$ cat config.mk
export PLATFORM = sky130hd
export DESIGN_NAME = aspm_serial_port
export DESIGN_NICKNAME = d
export VERILOG_FILES = /design/src/common/aspm_pkg.sv /design/src/hdl/aspm_serial_port.sv
export SDC_FILE = /design/constraint.sdc
export NUM_CORES = 1
export LEC_CHECK = 0
export BUFFER_PORTS_ARGS = -buffer_cell sky130_fd_sc_hd__buf_2
export CELL_PAD_IN_SITES_DETAIL_PLACEMENT = 1
export CELL_PAD_IN_SITES_GLOBAL_PLACEMENT = 2
export CORE_MARGIN = 10
export CORE_UTILIZATION = 31
export CTS_CLUSTER_SIZE = 30
export DETAILED_ROUTE_END_ITERATION = 16
export PLACE_DENSITY = 0.82
export SETUP_SLACK_MARGIN = 0.2
export SYNTH_ARGS = -nofsm -noshare
export SYNTH_HDL_FRONTEND = slang
export SYNTH_SLANG_ARGS = --single-unit
export TNS_END_PERCENT = 10
$ cat constraint.sdc
create_clock -name sys_clk -period 2.1 [get_ports sys_clk]
set_input_delay 0.105 -clock sys_clk [delete_from_list [all_inputs] [get_ports sys_clk]]
set_output_delay 0.105 -clock sys_clk [all_outputs]
set_load 0.01 [all_outputs]
$ cat src/common/aspm_pkg.sv
package aspm_pkg;

  // ==========================================================================
  // Register map (byte addresses, one aligned word each)
  localparam logic [7:0] OFS_CONTROL = 8'h00;
  localparam logic [7:0] OFS_BUFFER  = 8'h04;
  localparam logic [7:0] OFS_POWER   = 8'h08;
  localparam logic [7:0] OFS_SLV_ADDR = 8'h0C;
  localparam logic [7:0] OFS_SLV_MASK = 8'h10;

  // ==========================================================================
  // Field positions
  localparam int unsigned PWR_BAUD_DOUBLER = 7;
  localparam int unsigned PWR_ERR_VIEW     = 6;

  // ==========================================================================
  // Reset values
  localparam logic [7:0] CONTROL_RST = 8'h00;
  localparam logic [7:0] ADDR_RST    = 8'h00;
  localparam logic [7:0] BUFFER_RST  = 8'h00;

  // ==========================================================================
  // Timing
  localparam logic [3:0] DIV_LAST      = 4'hF;
  localparam logic [3:0] SAMPLE_FIRST  = 4'h7;
  localparam logic [3:0] SAMPLE_SECOND = 4'h8;
  localparam logic [3:0] SAMPLE_THIRD  = 4'h9;
  localparam logic [3:0] FRAME_BITS_10 = 4'hA;
  localparam logic [3:0] FRAME_BITS_11 = 4'hB;
  localparam logic [1:0] OSC_SLOW_LAST = 2'h3;

  // ==========================================================================
  // Types
  typedef enum logic [1:0] {
    MODE_SYNC8         = 2'b00,
    MODE_ASYNC10       = 2'b01,
    MODE_ASYNC11_FIXED = 2'b10,
    MODE_ASYNC11_TIMER = 2'b11
  } aspm_mode_t;

  typedef enum logic [0:0] {
    RX_IDLE = 1'b0,
    RX_BITS = 1'b1
  } aspm_rx_state_t;

  typedef struct packed {
    logic modeBitUpper;
    logic modeBitLower;
    logic multiprocSelect;
    logic rxEnable;
    logic txNinthBit;
    logic rxNinthBit;
    logic txDoneFlag;
    logic rxDoneFlag;
  } aspm_control_t;

endpackage

$ cat src/hdl/aspm_serial_port.sv
// The register offsets and the APB register port were chosen for this implementation.
`timescale 1ns/1ns
// Function
// RULE1 - Ten-bit frame: start, 8 data LSB first, stop
// RULE2 - Ten-bit mode stores stop bit in rx ninth
// RULE3 - Ten-bit rate: timer overflow over 16 or 32
// RULE4 - Buffer write starts tx; bits on rollovers
// RULE5 - Ten-bit tx done at tenth rollover
// RULE6 - Receive only with enable; starts on fall
// RULE7 - Sample at 16x rate; edge resets divider
// RULE8 - Bit value: majority of states 8,9,10; code votes on divider values 7,8,9
// RULE9 - Nonzero start bit aborts, rehunt falling edge
// RULE10 - Load only if done clear and select allows
// RULE11 - After mid stop, hunt next falling edge
// RULE12 - Eleven-bit frame carries programmable ninth bit
// RULE13 - Fixed mode: oscillator over 32 or 64
// RULE14 - Eleven-bit tx done at eleventh rollover
// RULE15 - Timer eleven-bit mode same, timer rate
// RULE16 - Two-bit field selects one of four modes
// RULE17 - Far device starts transfer with start bit
// RULE18 - Missing stop bit sets frame error
// RULE19 - Control bit 7 view chosen by power bit 6
// RULE20 - Frame error: hardware sets, software clears
// RULE21 - Select set: done only on address match
// RULE22 - Mask bits choose compared address bits
// RULE23 - Done flags held until software clears
module aspm_serial_port
  import aspm_pkg::*;
(
  // Clock and reset
  input  wire logic        sys_clk,
  input  wire logic        sys_rst,
  // APB slave
  input  wire logic [7:0]  paddr,
  input  wire logic        psel,
  input  wire logic        penable,
  input  wire logic        pwrite,
  input  wire logic [31:0] pwdata,
  output logic      [31:0] prdata,
  output logic             pready,
  output logic             pslverr,
  // Baud source
  input  wire logic        timerOverflow,
  // Serial lines
  input  wire logic        rxLine,
  output logic             txLine
);

  // ==========================================================================
  // Register state
  aspm_control_t  ctl_q;
  aspm_rx_state_t rxState_q;
  logic       baudDoubler_q;
  logic       errView_q;
  logic       errFlag_q;
  logic [7:0] rxBuf_q;
  logic [7:0] slaveAddr_q;
  logic [7:0] slaveMask_q;
  logic [31:0] prdata_q;

  logic [1:0] oscCnt_q;
  logic       timerHalf_q;
  logic [3:0] divCnt_q;
  logic [10:0] txShift_q;
  logic [3:0] txCnt_q;
  logic       txBusy_q;
  logic       txLine_q;
  logic       rxPrev_q;
  logic [3:0] rxBitCnt_q;
  logic [8:0] rxShift_q;
  logic       sampleA_q;
  logic       sampleB_q;
  logic [3:0] rollCnt_q;

  function automatic logic isMapped(input logic [7:0] a);
    return a == OFS_CONTROL || a == OFS_BUFFER || a == OFS_POWER ||
           a == OFS_SLV_ADDR || a == OFS_SLV_MASK;
  endfunction

  // ==========================================================================
  // Mode and bus decode
  aspm_mode_t mode;
  logic       asyncMode;
  logic       tenBit;
  logic [3:0] frameBits;
  logic       wrEn;
  logic       wrCtl;
  logic       wrBuf;

  assign mode      = aspm_mode_t'({ctl_q.modeBitUpper,
                                   ctl_q.modeBitLower}); // RULE16
  assign asyncMode = mode != MODE_SYNC8;
  assign tenBit    = mode == MODE_ASYNC10;
  assign frameBits = tenBit ? FRAME_BITS_10 : FRAME_BITS_11;
  assign wrEn      = psel && penable && pwrite;
  assign wrCtl     = wrEn && paddr == OFS_CONTROL;
  assign wrBuf     = wrEn && paddr == OFS_BUFFER;

  // ==========================================================================
  // Sixteen-times bit rate tick
  logic oscTick;
  logic timerTick;
  logic tick;

  assign oscTick   = baudDoubler_q ? oscCnt_q[0]
                                   : oscCnt_q == OSC_SLOW_LAST; // RULE13
  assign timerTick = timerOverflow && (baudDoubler_q || timerHalf_q); // RULE3
  // Timer mode of eleven-bit frames differs only in its tick source
  assign tick      = asyncMode &&
                     (mode == MODE_ASYNC11_FIXED ? oscTick
                                                 : timerTick); // RULE15

  always_ff @(posedge sys_clk)
  begin
    if (sys_rst)
    begin
      oscCnt_q    <= 2'h0;
      timerHalf_q <= 1'b0;
    end
    else
    begin
      oscCnt_q <= oscCnt_q + 2'h1;
      if (timerOverflow)
        timerHalf_q <= !timerHalf_q;
    end
  end

  // ==========================================================================
  // Shared divide-by-16 counter, realigned by a received falling edge
  logic fallEdge;
  logic rxStart;
  logic txRoll;

  assign fallEdge = tick && rxPrev_q && !rxLine; // RULE7
  assign rxStart  = rxState_q == RX_IDLE && fallEdge && ctl_q.rxEnable; // RULE6
  assign txRoll   = tick && divCnt_q == DIV_LAST;

  always_ff @(posedge sys_clk)
  begin
    if (sys_rst)
    begin
      divCnt_q <= 4'h0;
      rxPrev_q <= 1'b1;
    end
    else
    begin
      if (tick)
        rxPrev_q <= rxLine; // RULE7
      if (rxStart)
        divCnt_q <= 4'h0; // RULE7
      else if (tick)
        divCnt_q <= divCnt_q + 4'h1;
    end
  end

  // ==========================================================================
  // Transmitter
  logic txDoneSet;

  assign txDoneSet = txBusy_q && txRoll &&
                     txCnt_q == frameBits - 4'h1; // RULE5 RULE14

  always_ff @(posedge sys_clk)
  begin
    if (sys_rst)
    begin
      txShift_q <= 11'h7FF;
      txCnt_q   <= 4'h0;
      txBusy_q  <= 1'b0;
      txLine_q  <= 1'b1;
    end
    else if (wrBuf && asyncMode)
    begin
      // A write during a frame restarts it; software should wait for done
      txShift_q <= {1'b1, tenBit ? 1'b1 : ctl_q.txNinthBit,
                    pwdata[7:0], 1'b0}; // RULE1 RULE12
      txCnt_q   <= 4'h0;
      txBusy_q  <= 1'b1; // RULE4
    end
    else if (txBusy_q && txRoll)
    begin
      txLine_q  <= txShift_q[0]; // RULE4
      txShift_q <= {1'b1, txShift_q[10:1]};
      txCnt_q   <= txCnt_q + 4'h1;
      if (txDoneSet)
        txBusy_q <= 1'b0;
    end
  end

  assign txLine = txLine_q;

  // ==========================================================================
  // Receiver
  logic       decide;
  logic       vote;
  logic       frameEnd;
  logic [7:0] rxData;
  logic       rxNinth;
  logic       addrBit;
  logic       addrMatch;
  logic       rxLoad;

  assign decide = rxState_q == RX_BITS && tick && divCnt_q == SAMPLE_THIRD;
  assign vote   = (sampleA_q && sampleB_q) || (sampleA_q && rxLine) ||
                  (sampleB_q && rxLine); // RULE8
  assign frameEnd = decide && rxBitCnt_q == frameBits - 4'h1;
  assign rxData   = tenBit ? rxShift_q[8:1] : rxShift_q[7:0];
  assign rxNinth  = tenBit ? vote : rxShift_q[8]; // RULE2 RULE12
  assign addrBit  = tenBit ? vote : rxShift_q[8];
  // Given address through the mask, broadcast through the or of both
  assign addrMatch =
    ((rxData ^ slaveAddr_q) & slaveMask_q) == 8'h00 ||
    (~rxData & (slaveAddr_q | slaveMask_q)) == 8'h00; // RULE22
  assign rxLoad = frameEnd && !ctl_q.rxDoneFlag &&
                  (!ctl_q.multiprocSelect ||
                   (addrBit && addrMatch)); // RULE10 RULE21

  always_ff @(posedge sys_clk)
  begin
    if (sys_rst)
    begin
      rxState_q  <= RX_IDLE;
      rxBitCnt_q <= 4'h0;
      rxShift_q  <= 9'h000;
      sampleA_q  <= 1'b1;
      sampleB_q  <= 1'b1;
    end
    else
    begin
      if (rxState_q == RX_BITS && tick && divCnt_q == SAMPLE_FIRST)
        sampleA_q <= rxLine; // RULE8
      if (rxState_q == RX_BITS && tick && divCnt_q == SAMPLE_SECOND)
        sampleB_q <= rxLine; // RULE8
      unique case (rxState_q)
        RX_IDLE:
        begin
          if (rxStart)
          begin
            rxState_q  <= RX_BITS;
            rxBitCnt_q <= 4'h0;
          end
        end
        RX_BITS:
        begin
          if (!asyncMode)
            rxState_q <= RX_IDLE;
          else if (decide)
          begin
            if (rxBitCnt_q == 4'h0 && vote)
              rxState_q <= RX_IDLE; // RULE9
            else if (frameEnd)
              rxState_q <= RX_IDLE; // RULE11
            else
            begin
              if (rxBitCnt_q != 4'h0)
                rxShift_q <= {vote, rxShift_q[8:1]};
              rxBitCnt_q <= rxBitCnt_q + 4'h1;
            end
          end
        end
      endcase
    end
  end

  // ==========================================================================
  // Software registers
  always_ff @(posedge sys_clk)
  begin
    if (sys_rst)
      ctl_q <= aspm_control_t'(CONTROL_RST);
    else
    begin
      if (wrCtl)
      begin
        if (!errView_q)
          ctl_q.modeBitUpper <= pwdata[7]; // RULE19
        ctl_q.modeBitLower    <= pwdata[6];
        ctl_q.multiprocSelect <= pwdata[5];
        ctl_q.rxEnable        <= pwdata[4];
        ctl_q.txNinthBit      <= pwdata[3];
        ctl_q.rxNinthBit      <= pwdata[2];
        ctl_q.txDoneFlag      <= pwdata[1];
        ctl_q.rxDoneFlag      <= pwdata[0];
      end
      // Hardware set beats a software clear in the same cycle
      if (txDoneSet)
        ctl_q.txDoneFlag <= 1'b1; // RULE23
      if (rxLoad)
      begin
        ctl_q.rxDoneFlag <= 1'b1; // RULE23
        ctl_q.rxNinthBit <= rxNinth; // RULE2
      end
    end
  end

  always_ff @(posedge sys_clk)
  begin
    if (sys_rst)
      errFlag_q <= 1'b0;
    else if (frameEnd && !vote)
      errFlag_q <= 1'b1; // RULE18
    else if (wrCtl && errView_q && !pwdata[7])
      errFlag_q <= 1'b0; // RULE20
  end

  always_ff @(posedge sys_clk)
  begin
    if (sys_rst)
      rxBuf_q <= BUFFER_RST;
    else if (rxLoad)
      rxBuf_q <= rxData; // RULE10
  end

  always_ff @(posedge sys_clk)
  begin
    if (sys_rst)
    begin
      baudDoubler_q <= 1'b0;
      errView_q     <= 1'b0;
      slaveAddr_q   <= ADDR_RST;
      slaveMask_q   <= ADDR_RST;
    end
    else if (wrEn)
    begin
      if (paddr == OFS_POWER)
      begin
        baudDoubler_q <= pwdata[PWR_BAUD_DOUBLER];
        errView_q     <= pwdata[PWR_ERR_VIEW];
      end
      if (paddr == OFS_SLV_ADDR)
        slaveAddr_q <= pwdata[7:0];
      if (paddr == OFS_SLV_MASK)
        slaveMask_q <= pwdata[7:0];
    end
  end

  // ==========================================================================
  // Read data is latched in the setup cycle; zero wait states
  always_ff @(posedge sys_clk)
  begin
    if (sys_rst)
      prdata_q <= 32'h0000_0000;
    else if (psel && !penable && !pwrite)
    begin
      unique case (paddr)
        OFS_CONTROL: prdata_q <= {24'h000000,
          errView_q ? errFlag_q : ctl_q.modeBitUpper, // RULE19
          ctl_q.modeBitLower, ctl_q.multiprocSelect, ctl_q.rxEnable,
          ctl_q.txNinthBit, ctl_q.rxNinthBit, ctl_q.txDoneFlag,
          ctl_q.rxDoneFlag};
        OFS_BUFFER:  prdata_q <= {24'h000000, rxBuf_q};
        OFS_POWER:   prdata_q <= {24'h000000, baudDoubler_q, errView_q,
                                  6'h00};
        OFS_SLV_ADDR: prdata_q <= {24'h000000, slaveAddr_q};
        OFS_SLV_MASK: prdata_q <= {24'h000000, slaveMask_q};
        default:     prdata_q <= 32'h0000_0000;
      endcase
    end
  end

  assign prdata  = prdata_q;
  assign pready  = 1'b1;
  assign pslverr = psel && penable && !isMapped(paddr);

  // ==========================================================================
  // Checks
  always_ff @(posedge sys_clk)
  begin
    if (sys_rst)
      rollCnt_q <= 4'h0;
    else if (wrBuf && asyncMode)
      rollCnt_q <= 4'h0;
    else if (txBusy_q && txRoll)
      rollCnt_q <= rollCnt_q + 4'h1;
  end
endmodule // aspm_serial_port

After elaboration in Yosys (flattened, before gate mapping)
Cells that the tools add are included.
{"block": "word_totals", "ff_bits": 107, "input_bits": 47, "out_inout_bits": 35, "elab_cells": 163}
{"block": "op_classes", "n_addsub": 5, "eq_ne": 18, "n_mux": 31, "n_bitwise": 10, "n_reduce_logical": 71}
{"operator": "$pmux 8 s5", "n": 1}
{"operator": "$logic_and 1x1->1", "n": 32}
{"operator": "$logic_not 8->1", "n": 3}
{"operator": "$mux 10", "n": 2}
{"operator": "$mux 4", "n": 5}
{"operator": "$mux 1", "n": 19}
{"operator": "$and 8x8->8", "n": 2}
{"operator": "$eq 8x4->1 const B", "n": 2}
{"operator": "$add 4x1->4 const B", "n": 3}
{"operator": "$eq 4x4->1 const B", "n": 3}
{"operator": "$reduce_and 2->1", "n": 6}
{"operator": "$reduce_bool 2->1", "n": 6}
{"operator": "$logic_not 1->1", "n": 9}
{"operator": "$logic_or 1x1->1", "n": 9}
{"operator": "$eq 4x4->1", "n": 2}
{"operator": "$eq 8x3->1 const B", "n": 1}
{"operator": "$eq 8x5->1 const B", "n": 1}
{"operator": "$mux 8", "n": 1}
{"operator": "$not 8->8", "n": 1}
{"operator": "$or 8x8->8", "n": 1}
{"operator": "$pmux 4 s2", "n": 1}
{"operator": "$xor 8x8->8", "n": 1}
{"operator": "$ne 2x2->1 const B", "n": 3}
{"operator": "$reduce_and 6->1", "n": 1}
{"operator": "13 further kinds", "n": 20}

Depth between registers and ports, before layout
Gate-level depths: netlist of the first run.
{"block": "depth", "depth_word": 12, "mapped_depth": 10, "depth_no_buf": 9}

Worst setup path after synthesis of the first run
Ideal clock, no wire load.
{"block": "synth_timing", "path_type": "flip-flop to flip-flop", "from": "reg ctl_q[6] (netlist name)", "to": "reg rxBuf_q[0]", "setup_time_ns": 0.121, "t_arrival_ns": 2.099, "required_ns": 1.979, "slack_ns": -0.120, "stages_incl_launch_ff": 9, "path_buffers": 1, "period_less_slack_ns": 2.220, "path_cell_list": "dfxtp_1 > nor2b_4 > buf_6 > mux2i_1 > mux2i_1 > a2111oi_4 > a31o_4 > o211ai_4 > mux2_4"}
{"block": "synth_between", "elab_chain_cells": 9, "elab_cells_between_ends": 24, "cone_classes": "add/sub (1); eq/ne (3); mux (4); bitwise (4); reduce/logical (12)"}
{"item": "start: declaration", "line_no": "aspm_serial_port.sv:51", "rtl": "aspm_control_t ctl_q;"}
{"item": "start signal: assignment", "line_no": "aspm_serial_port.sv:270", "rtl": "ctl_q <= aspm_control_t'(CONTROL_RST);"}
{"item": "branches (longest 9 deep; another with $sub 4x1->4)"}
{"item": "end signal: assignment", "line_no": "aspm_serial_port.sv:311", "rtl": "rxBuf_q <= rxData;"}
{"item": "end: declaration", "line_no": "aspm_serial_port.sv:56", "rtl": "logic [7:0] rxBuf_q;"}
Several ways; the timed one is not identified.
A chain may end at the register's enable or synchronous reset.

Final worst setup path of the first run
{"block": "layout_timing", "from": "reg ctl_q[6] (netlist name)", "to": "reg rxBuf_q[4]"}
Same word-level chain as after synthesis.

==> Flow_metrics.wiki, run 1 <==
{| class="wikitable"
! Metric !! Value
|-
| Die span in y || 139 microns
|-
| Transition at the pin with the smallest max-transition slack || 0.712 ns
|-
| Number of ports placed on the die boundary || 82
|-
| VDD IR-drop max || 0.000394 V
|-
| Shortest period the worst path allows || 2.31 ns
|-
| Number of H-tree levels || 3
|-
| Post-synthesis share of cell area spent on xor and xnor gates || 2.78%
|-
| Simple-gate area share of the yosys netlist || 19.6%
|-
| Combinational family with the most area after synthesis || multiplexers
|-
| Routed len/inst || 16.9 microns
|-
| Unrepaired setup endpoints after global routing || yes
|-
| Proportion of synthesized chip area in sequential cells || 37.7%
|-
| Initial cell density of the core || 31.7%
|-
| Largest buffer count on any clock path || 2
|-
| Number of antenna violations at the first check in global routing || 0
|-
| Count of buffering cells on the critical path with inverters included || 1
|-
| Number of port buffers || 32
|-
| Skew-Pair Late Insertion Delay || 0.34 ns
|-
| Type of the worst setup path || register to register
|-
| Final setup violation count || 18
|-
| Routability Congestion || 0.882
|-
| Post-synthesis async set-or-reset flop share || 0%
|-
| Top cell type's share of synthesized area || 37.7%
|-
| Number of clock sinks || 83
|-
| Result of the run || finished, violations left
|-
| Number of vias in the routed layout || 3,466
|-
| Complex-gate fraction of the synthesized area || 9.70%
|-
| Detailed-routing iteration count for the pre-antenna-repair pass || 4
|-
| Placed cell count || 701
|-
| Type of destination of the critical path || register
|-
| Max Clk Rate || 433 MHz
|-
| Critical path's slowest cell || sky130_fd_sc_hd__mux2_4
|-
| Violated checks || negative setup slack
|-
| Number of standard cells in the layout, taps in and fillers out || 720
|-
| Final hold violation count || 0
|-
| Adder-cell share of the synthesized area || 2.21%
|-
| Max-slew violation count || 0
|-
| Mean number of vias per cell || 4.81
|-
| Yosys warnings || 0
|-
| Pin count of the biggest net entering global routing || 38
|-
| Top Family by Delay on Critical Path || compound AO/OA/AOI/OAI gates
|-
| Share of layout cells above drive strength 1 || 24.8%
|-
| Worst hold path type || primary input to register
|-
| Most frequent cell after synthesis || sky130_fd_sc_hd__dfxtp_1
|-
| Number of DRC violations after detailed routing || 0
|-
| First-pass GRT wire length || 19.9 mm
|-
| Post-synthesis register bit count || 83
|-
| Total number of nets in the final design || 589
|-
| Slowest Stage Delay on Critical Path || 0.34 ns
|-
| Floorplan die area || 19,400 sq um
|-
| Tot GR Track Use || 12.4%
|-
| Cell breakdown of the critical path || nor2b_4 -> buf_12 -> mux2i_2 -> a22oi_1 -> a41o_1 -> a31o_4 -> o211ai_4 -> mux2_4
|-
| Top post-synthesis cells by count || 83 x sky130_fd_sc_hd__dfxtp_1, 73 x sky130_fd_sc_hd__mux2i_1, 73 x sky130_fd_sc_hd__nor2_1
|-
| Clock-pin slew reported for the worst setup and hold paths after clock tree synthesis || 0.06 ns
|-
| Req. time, crit path || 2.32 ns
|-
| Lkg Pwr || 2.05 nW
|-
| EDFF count, synth || 0
|-
| Critical-path maximum fanout || 8
|-
| Setup WS post-layout || -0.211 ns
|-
| Final wirelength || 12.2 mm
|-
| Die X || 139 microns
|-
| Total Neg Setup Slack || -1.92 ns
|-
| Fin Clk Skew || 0.00756 ns
|-
| Total number of placement rows || 43
|-
| Startpoint types || register
|-
| Number of maximum-capacitance violations || 0
|-
| Area Growth Syn to Fin || 22.0%
|-
| Average cell area after synthesis || 9.19 sq um
|-
| Cell type contributing the most total cell area after synthesis || sky130_fd_sc_hd__dfxtp_1
|-
| Multiplexer fraction of the synthesized cell area || 20.6%
|-
| Slew margin rel. || 52.5%
|-
| Overall power consumption || 0.00333 W
|-
| Number of distinct library cells after synthesis || 56
|-
| Global route total overflow || 0
|-
| DRT antenna net count || 0
|-
| Flip-flop cell with the highest count after synthesis || sky130_fd_sc_hd__dfxtp_1
|-
| Reg-to-reg setup timing slack || -0.21 ns
|-
| Floorplan Core Area || 13,900 sq um
|-
| Antenna cell count || 0
|-
| Iteration-0 DRC Markers || 186
|-
| Largest cells by area after synthesis || sky130_fd_sc_hd__dfxtp_1 38%, sky130_fd_sc_hd__mux2i_1 17%, sky130_fd_sc_hd__nor2_1 6.2%, sky130_fd_sc_hd__buf_4 4.4%, sky130_fd_sc_hd__mux2_4 2.7%
|-
| CTS Root Cell || sky130_fd_sc_hd__clkbuf_16
|-
| Clock tree from TritonCTS || built
|-
| HPWL Detailed || 8.96 mm
|-
| Period utilization || 110%
|-
| Post-synthesis cell count || 480
|-
| Crit path arrival time || 2.53 ns
|-
| Netlist area before placement || 4410 sq um
|-
| Power Dens Cells || 618 nW/um^2
|-
| CTS buffer count || 9
|-
| Number of global-route vias before repair || 3,689
|}
what timing repair did:
item                       in CTS  in global routing
resized for setup              19                  7
hold buffers                    0                  0
hold endpoints to repair        0                  0
buffers inserted                2                  0
pin swaps                      11                  4
gates cloned                    1                  0
setup endpoints to repair      45                 45
power by group:
group	internal (W)	switching (W)
clock	0.000960	0.000644
sequential	0.00158	0.00000346
combinational	0.0000434	0.0000966
per-layer routing:
| layer | share of wire [%] | up-vias | wire length (microns) | GRT usage [%] |
|---|---|---|---|---|
| met5 | 0 | - | 0 | 0 |
| met4 | 1.6 | 0 | 200 | 4.45 |
| met3 | 3.1 | 11 | 377 | 2.25 |
| met2 | 50 | 53 | 6130 | 22.0 |
| met1 | 45 | 1681 | 5450 | 14.7 |
| li1 | - | 1721 | - | - |
layout make-up:
| cell class | count | area (sq um) |
|---|---|---|
| multi-input combinational | 365 | 2680 |
| clock buffer | 13 | 250 |
| inverter | 9 | 33.8 |
| fill | 1604 | 8550 |
| tap | 180 | 225 |
| timing repair buffer | 67 | 480 |
| sequential | 83 | 1660 |
| clock inverter | 3 | 46.3 |
state kept, by name, indices dropped and copies added (netlist names), 2 cells and up:
name,flops
ctl_q,8
txShift_q,10
prdata,8
rxBitCnt_q,4
rxBuf_q,8
slaveAddr_q,8
txCnt_q,4
oscCnt_q,2
slaveMask_q,8
divCnt_q,4
rxShift_q,9
per-stage QoR:
step           utilization [%]  hold slack [ns]  setup WS, ns  instance area (sq um)
2_1_floorplan                -            0.223       -0.0515                   4540
3_3_place_gp              35.5            0.368        -0.143                   4940
3_5_place_dp              35.5            0.377        -0.214                   4940
4_1_cts                   38.5           0.0180        -0.168                   5360
5_1_grt                   38.6           0.0533        -0.277                   5380
6_report                  38.6           0.0300        -0.211                   5380
path summary, 6_finish.rpt:
kind,start,end,cells past startpoint
worst max register to register,ctl_q[6],rxBuf_q[4],8
worst min register to register,txBusy_q,txBusy_q,2
worst min-delay path,timerOverflow,timerHalf_q,3
worst max-delay path,ctl_q[6],rxBuf_q[4],8
cells by family after synthesis:
logic type,Yosys count
adder cells (fa/ha/maj),8
flip-flops,83
multiplexers,85
AO/OA/AOI/OAI,57
buffers and inverters,56
other,2
AND/OR/NAND/NOR,175
XOR/XNOR,14
cell usage in the layout, fill, tap and decap left out, types with 3 or more instances in the layout:
cell type and n:
sky130_fd_sc_hd__mux2i_1 64, sky130_fd_sc_hd__a21oi_1 8, sky130_fd_sc_hd__nand3_1 3, sky130_fd_sc_hd__nor2_1 72, sky130_fd_sc_hd__clkbuf_16 9, sky130_fd_sc_hd__buf_4 29
sky130_fd_sc_hd__nor2_2 3, sky130_fd_sc_hd__o21ai_0 7, sky130_fd_sc_hd__ha_1 7, sky130_fd_sc_hd__xnor2_1 9, sky130_fd_sc_hd__nor3_1 8, sky130_fd_sc_hd__or2_2 10
sky130_fd_sc_hd__dfxtp_1 81, sky130_fd_sc_hd__buf_12 4, sky130_fd_sc_hd__nor3b_1 3, sky130_fd_sc_hd__clkbuf_1 3, sky130_fd_sc_hd__mux2_4 8, sky130_fd_sc_hd__conb_1 25
sky130_fd_sc_hd__mux2i_4 4, sky130_fd_sc_hd__nor2b_1 13, sky130_fd_sc_hd__nand4b_1 3, sky130_fd_sc_hd__inv_1 9, sky130_fd_sc_hd__a22oi_1 13, sky130_fd_sc_hd__nand2b_1 15
sky130_fd_sc_hd__buf_2 32, sky130_fd_sc_hd__xor2_1 5, sky130_fd_sc_hd__nand2_1 26, sky130_fd_sc_hd__o22ai_1 6, sky130_fd_sc_hd__a21oi_2 3, sky130_fd_sc_hd__mux2i_2 6
sky130_fd_sc_hd__nand4_1 4
worst reg2reg max path, stage by stage, from the launching register on:
cell	delay [ns]
sky130_fd_sc_hd__dfxtp_2	0.33
sky130_fd_sc_hd__nor2b_4	0.22
sky130_fd_sc_hd__buf_12	0.18
sky130_fd_sc_hd__mux2i_2	0.31
sky130_fd_sc_hd__a22oi_1	0.12
sky130_fd_sc_hd__a41o_1	0.29
sky130_fd_sc_hd__a31o_4	0.24
sky130_fd_sc_hd__o211ai_4	0.16
sky130_fd_sc_hd__mux2_4	0.34
Power figures use the tool's default switching activity.
==> run 2: changes to the inputs <==
ABC_AREA = 1   (was default)
CORE_UTILIZATION = 27   (was 31)
PLACE_DENSITY = 0.8   (was 0.82)
==> Flow_metrics.wiki, run 2 <==
{| class="wikitable"
! Metric !! Value
|-
| Largest registers || txShift_q (10), rxShift_q (9)
|-
| DRT antenna net count || 0
|-
| Initial cell density of the core || 27.8%
|-
| Largest register by flop count || txShift_q
|-
| Worst hold path type || primary input to register
|-
| Fin Clk Skew || 0.00976 ns
|-
| Average cell area after synthesis || 6.85 sq um
|-
| Number of maximum-capacitance violations || 0
|-
| Power Dens Cells || 635 nW/um^2
|-
| Clock tree from TritonCTS || built
|-
| Post-synthesis register bit count || 83
|-
| Cell type contributing the most total cell area after synthesis || sky130_fd_sc_hd__dfxtp_1
|-
| Period utilization || 89.5%
|-
| Iteration-0 DRC Markers || 228
|-
| Netlist area before placement || 4460 sq um
|-
| Post-synthesis async set-or-reset flop share || 0%
|-
| Die span in y || 149 microns
|-
| Reg-to-reg setup timing slack || 0.22 ns
|-
| Routability Congestion || 0.826
|-
| Floorplan Core Area || 16,100 sq um
|-
| Largest register FFs || 10
|-
| Type of destination of the critical path || register
|-
| Type of the worst setup path || register to register
|-
| Number of vias in the routed layout || 4,384
|-
| Max Clk Rate || 532 MHz
|-
| Crit path arrival time || 2.12 ns
|-
| Most frequent cells in the layout || 143 x sky130_fd_sc_hd__nand2_1, 78 x sky130_fd_sc_hd__dfxtp_1, 77 x sky130_fd_sc_hd__inv_1, 54 x sky130_fd_sc_hd__nor2_1, 49 x sky130_fd_sc_hd__o21ai_0
|-
| HPWL Detailed || 10.7 mm
|-
| Die X || 149 microns
|-
| Area Growth Syn to Fin || 22.8%
|-
| Top cell type's share of synthesized area || 37.2%
|-
| Number of DRC violations after detailed routing || 0
|-
| Largest cells by area after synthesis || sky130_fd_sc_hd__dfxtp_1 37%, sky130_fd_sc_hd__nand2_1 13%, sky130_fd_sc_hd__inv_1 6.6%, sky130_fd_sc_hd__o21ai_0 5.7%, sky130_fd_sc_hd__nand3_1 5.5%
|-
| Top post-synthesis cells by count || 150 x sky130_fd_sc_hd__nand2_1, 83 x sky130_fd_sc_hd__dfxtp_1, 79 x sky130_fd_sc_hd__inv_1
|-
| Total Neg Setup Slack || 0 ns
|-
| Max-slew violation count || 0
|-
| Pre-CTS worst setup slack || 0.0217 ns
|-
| Number of ports placed on the die boundary || 82
|-
| Final wirelength || 14.5 mm
|-
| VDD IR-drop max || 0.000377 V
|-
| Most frequent cell after synthesis || sky130_fd_sc_hd__nand2_1
|-
| Final setup violation count || 0
|-
| Yosys warnings || 0
|-
| Lkg Pwr || 2.39 nW
|-
| Routed len/inst || 15.6 microns
|-
| EDFF count, synth || 0
|-
| Proportion of synthesized chip area in sequential cells || 37.2%
|-
| Antenna cell count || 0
|-
| Req. time, crit path || 2.34 ns
|-
| Tot GR Track Use || 13.1%
|-
| Final hold violation count || 0
|-
| Largest buffer count on any clock path || 2
|-
| Pin count of the biggest net entering global routing || 56
|-
| First-pass GRT wire length || 23.2 mm
|-
| Setup WS post-layout || 0.221 ns
|-
| Most frequent standard cell in the layout excluding fill and tap cells || sky130_fd_sc_hd__nand2_1
|-
| Total number of placement rows || 46
|-
| Hold buffer count at CTS || 0
|-
| Floorplan die area || 22,100 sq um
|-
| Clock-pin slew reported for the worst setup and hold paths after clock tree synthesis || 0.06 ns
|-
| Total number of nets in the final design || 761
|-
| CTS buffer count || 9
|-
| Shortest period the worst path allows || 1.88 ns
|-
| CTS Root Cell || sky130_fd_sc_hd__clkbuf_16
|-
| Skew-Pair Late Insertion Delay || 0.35 ns
|-
| Number of port buffers || 32
|-
| Mean number of vias per cell || 4.72
|-
| Result of the run || finished clean
|-
| Number of clock sinks || 83
|-
| Unrepaired setup endpoints after global routing || yes
|-
| Startpoint types || register
|-
| Number of global-route vias before repair || 4,489
|-
| Critical-path maximum fanout || 13
|-
| Number of antenna violations at the first check in global routing || 0
|-
| Detailed-routing iteration count for the pre-antenna-repair pass || 4
|-
| Post-synthesis cell count || 652
|-
| Number of H-tree levels || 3
|-
| Share of layout cells above drive strength 1 || 19.2%
|-
| Number of distinct library cells after synthesis || 42
|-
| Overall power consumption || 0.00348 W
|-
| Flip-flop cell with the highest count after synthesis || sky130_fd_sc_hd__dfxtp_1
|-
| Global route total overflow || 0
|}
[run 2: cell count changes in the layout (fill, tap and decap cells not counted), sizes merged, moves of 14 or more]
cell	previous run	this run
a21oi	11	45
inv	10	87
mux2i	74	1
nand2	27	161
nand2b	16	0
nand3	4	51
nor2b	14	0
o21ai	10	59
[run 2: power breakdown]
group	leakage [nW]	switching (W)	internal, W
Clock	0.157	0.000663	0.00108
Combinational	1.56	0.000109	0.0000449
Sequential	0.672	0.00000617	0.00158
[run 2: through the flow]
step	area [sq um]	hold slack, ns	utilization (%)	instances
2_1_floorplan	4550	0.227	-	675
3_3_place_gp	4800	0.399	29.9	893
3_5_place_dp	4800	0.411	29.9	893
4_1_cts	5280	0.0488	32.9	920
5_1_grt	5480	0.0624	34.1	928
6_report	5480	0.0470	34.1	928
[run 2: layer usage]
layer | global-route usage, % | routed length [microns] | share of wire (%)
met4 | 4.31 | 209 | 1.4
met5 | 0 | 0 | 0
met2 | 23.4 | 7450 | 51
met1 | 15.3 | 6370 | 44
met3 | 2.25 | 479 | 3.3
[run 2: repair_timing]
item,4_1_cts,5_1_grt
cloned,1,1
endpoints found under the hold margin,0,0
pin swaps,11,14
buffers inserted,10,7
resized for setup,19,34
setup endpoints to repair,25,31
[run 2: critical path: stages, from the launching register on]
cell                      delay [ns]
sky130_fd_sc_hd__dfxtp_4        0.44
sky130_fd_sc_hd__buf_6          0.19
sky130_fd_sc_hd__nand3_2        0.10
sky130_fd_sc_hd__nand2_1        0.12
sky130_fd_sc_hd__o21ai_0        0.11
sky130_fd_sc_hd__nand2_1        0.09
sky130_fd_sc_hd__nor2_2         0.04
sky130_fd_sc_hd__nand2_1        0.06
sky130_fd_sc_hd__nand2_2        0.06
sky130_fd_sc_hd__nand2_2        0.07
sky130_fd_sc_hd__nand2_4        0.11
sky130_fd_sc_hd__buf_4          0.17
sky130_fd_sc_hd__a21oi_1        0.13
sky130_fd_sc_hd__nor2_1         0.07
[run 2: area by class of cell]
cell class / instances / area (sq um)
Clock buffer: 12 / 246
Clock inverter: 4 / 73.8
Fill cell: 2050 / 10600
Inverter: 87 / 344
Multi-Input combinational cell: 465 / 2430
Sequential cell: 83 / 1670
Tap cell: 216 / 270
Timing Repair Buffer: 61 / 443
[run 2: cells by family (layout without fill, tap and decap cells)]
group / count (synthesis) / count (layout) / synth area share [%]
simple gates: 306 / 308 / 31.3
buf+inv: 129 / 164 / 13.7
xor+xnor: 1 / 1 / 0.196
other cells: 2 / 25 / 0.168
fa+ha+maj: 8 / 8 / 2.19
mux: 1 / 1 / 0.224
flops: 83 / 83 / 37.2
compound gates: 122 / 122 / 15.0
[run 2: worst paths after layout]
path	cells past startpoint	from	end
hold / removal	3	timerOverflow	timerHalf_q
hold reg to reg	1	txCnt_q[3]	txCnt_q[3]
setup / recovery	13	ctl_q[6]	rxBuf_q[0]
setup reg to reg	13	ctl_q[6]	rxBuf_q[0]
==> run 3: changes to the inputs <==
CORE_ASPECT_RATIO = 0.9   (was default)
==> Flow_metrics.wiki, run 3 (synthesis gave the netlist of run 2 again) <==
{| class="wikitable"
! Metric !! Value
|-
| Result of the run || finished clean
|-
| Skew-Pair Late Insertion Delay || 0.35 ns
|-
| Total Neg Setup Slack || 0 ns
|-
| CTS Root Cell || sky130_fd_sc_hd__clkbuf_16
|-
| Tot GR Track Use || 13.5%
|-
| DRT antenna net count || 0
|-
| Transition at the pin with the smallest max-transition slack || 0.510 ns
|-
| Part of the total power dissipated in the clock network || 46.8%
|-
| Final wirelength || 15.0 mm
|-
| Slowest Stage Delay on Critical Path || 0.36 ns
|-
| Total number of nets in the final design || 757
|-
| Switching power as a share of total power || 24.7%
|-
| Most frequent cells in the layout || 138 x sky130_fd_sc_hd__nand2_1, 78 x sky130_fd_sc_hd__inv_1, 77 x sky130_fd_sc_hd__dfxtp_1, 57 x sky130_fd_sc_hd__nor2_1, 51 x sky130_fd_sc_hd__o21ai_0
|-
| Critical path's slowest cell || sky130_fd_sc_hd__dfxtp_2
|-
| Power Dens Cells || 610 nW/um^2
|-
| Iteration-0 DRC Markers || 260
|-
| Clock tree from TritonCTS || built
|-
| Number of ports placed on the die boundary || 82
|-
| Final hold violation count || 0
|-
| Filler Cell Count || 2,096
|-
| Type of the worst setup path || register to register
|-
| Number of vias in the routed layout || 4,406
|-
| Internal || 0.00246 W
|-
| Pin count of the biggest net entering global routing || 60
|-
| Unrepaired setup endpoints after global routing || yes
|-
| Most frequent standard cell in the layout excluding fill and tap cells || sky130_fd_sc_hd__nand2_1
|-
| Floorplan Core Area || 16,200 sq um
|-
| Final setup violation count || 0
|-
| VDD IR-drop max || 0.000390 V
|-
| Sequential group share of total power || 48.5%
|-
| Largest registers || txShift_q (10), rxShift_q (9)
|-
| CTS buffer count || 9
|-
| Count of buffering cells on the critical path with inverters included || 4
|-
| Number of port buffers || 32
|-
| Type of destination of the critical path || register
|-
| Share of layout cells above drive strength 1 || 19.2%
|-
| Initial cell density of the core || 27.6%
|-
| Combinational share of power || 4.7%
|-
| Routability Congestion || 0.819
|-
| Routed len/inst || 16.4 microns
|-
| Max-slew violation count || 0
|-
| Fin Clk Skew || 0.00797 ns
|-
| Hold buffer count at CTS || 0
|-
| Mean number of vias per cell || 4.82
|-
| Number of clock sinks || 83
|-
| Number of H-tree levels || 3
|-
| Cell breakdown of the critical path || ha_4 -> inv_2 -> nand2_2 -> nand3_2 -> nand2_4 -> inv_8 -> nor2_8 -> nand3_4 -> nor2_4 -> inv_2 -> nor2_4 -> buf_12 -> nand2_8 -> nand2_2 -> nand2_1 -> nor2_1
|-
| Number of DRC violations after detailed routing || 0
|-
| Total number of placement rows || 44
|-
| Period utilization || 91.0%
|-
| Shortest period the worst path allows || 1.91 ns
|-
| HPWL Detailed || 11.1 mm
|-
| Die X || 156 microns
|-
| Req. time, crit path || 2.38 ns
|-
| Critical-path maximum fanout || 8
|-
| Max Clk Rate || 523 MHz
|-
| Switching component of the power || 0.000808 W
|-
| Largest buffer count on any clock path || 2
|-
| Top Family by Delay on Critical Path || simple AND/OR/NAND/NOR gates
|-
| Area Growth Syn to Fin || 20.2%
|-
| Floorplan die area || 22,100 sq um
|-
| Slew margin rel. || 65.9%
|-
| Number of antenna violations at the first check in global routing || 0
|-
| Worst hold path type || primary input to register
|-
| Largest register by flop count || txShift_q
|-
| Detailed-routing iteration count for the pre-antenna-repair pass || 4
|-
| Die span in y || 142 microns
|-
| Antenna cell count || 0
|-
| Clock-pin slew reported for the worst setup and hold paths after clock tree synthesis || 0.07 ns
|-
| Number of global-route vias before repair || 4,664
|-
| First-pass GRT wire length || 24.1 mm
|-
| Largest register FFs || 10
|-
| Cell area after layout || 5360 sq um
|-
| Global route total overflow || 0
|-
| Lkg Pwr || 2.35 nW
|-
| Placed Area || 4800 sq um
|-
| Startpoint types || register
|-
| Number of maximum-capacitance violations || 0
|-
| Crit path arrival time || 2.19 ns
|-
| Minimum hold slack || 0.0509 ns
|}
run 3: cell types whose count changed in the layout (fill, tap and decap cells not counted), sizes merged:
cell,change
buf,-3
bufinv,-2
clkinv,+2
clkbuf,-1
inv,+1
nand2,-1
run 3: timing repair:
| action | 4_1_cts | 5_1_grt |
|---|---|---|
| buffers inserted | 6 | 6 |
| resized for setup | 10 | 36 |
| pin swaps | 4 | 17 |
| setup endpoints to repair | 18 | 32 |
| cloned | 1 | 0 |
run 3: cell type report:
type	count	area [sq um]	share of cell area (%)
inverters	87	339	6.32
multi-input cells	464	2390	44.7
repair buffers	58	417	7.77
well taps	207	259	4.83
clock buffers	11	243	4.53
clock inverters	5	36.3	0.677
flip-flops and latches	83	1670	31.2
run 3: stage by stage:
step,worst slack (ns),total power (W),cells,utilization (%)
finish,0.189,0.00327,915,33.1
global route,0.0654,0.00340,915,33.1
CTS,0.193,0.00331,909,32.1
detailed placement,0.0150,0.00177,886,29.7
global placement,0.0874,0.00176,886,29.7
floorplan,0.364,0.00173,675,-
run 3: power groups by stage:
stage          registers, W  logic [W]  clock network, W
3_3_place_gp        0.00162   0.000141                 0
3_5_place_dp        0.00162   0.000146                 0
5_1_grt             0.00159   0.000170           0.00164
4_1_cts             0.00158   0.000147           0.00157
6_report            0.00159   0.000153           0.00153
2_1_floorplan       0.00162   0.000113                 0
run 3: path summary, 6_finish.rpt:
check,endpoint,cells after the start,slack (ns),startpoint
worst max-delay path,rxBuf_q[3],16,0.19,oscCnt_q[0]
worst min-delay path,timerHalf_q,3,0.05,timerOverflow
worst max register to register,rxBuf_q[3],16,0.19,oscCnt_q[0]
worst min register to register,txShift_q[6],2,0.46,txShift_q[6]
run 3: worst register-to-register path, delay by kind of cell, from the launching register on:
family        cells  cell delay (ns)
simple gates     11             1.07
buf+inv           4             0.29
fa+ha+maj         1             0.13
flops             1             0.36
run 3: metal layers:
metal / global-route usage [%] / vias up / wire (microns)
met3: 3.02 / 17 / 642
met1: 16.3 / 2150 / 6690
li1: - / 2175 / -
met4: 4.28 / 0 / 234
met5: 0 / - / 0
met2: 23.3 / 64 / 7410
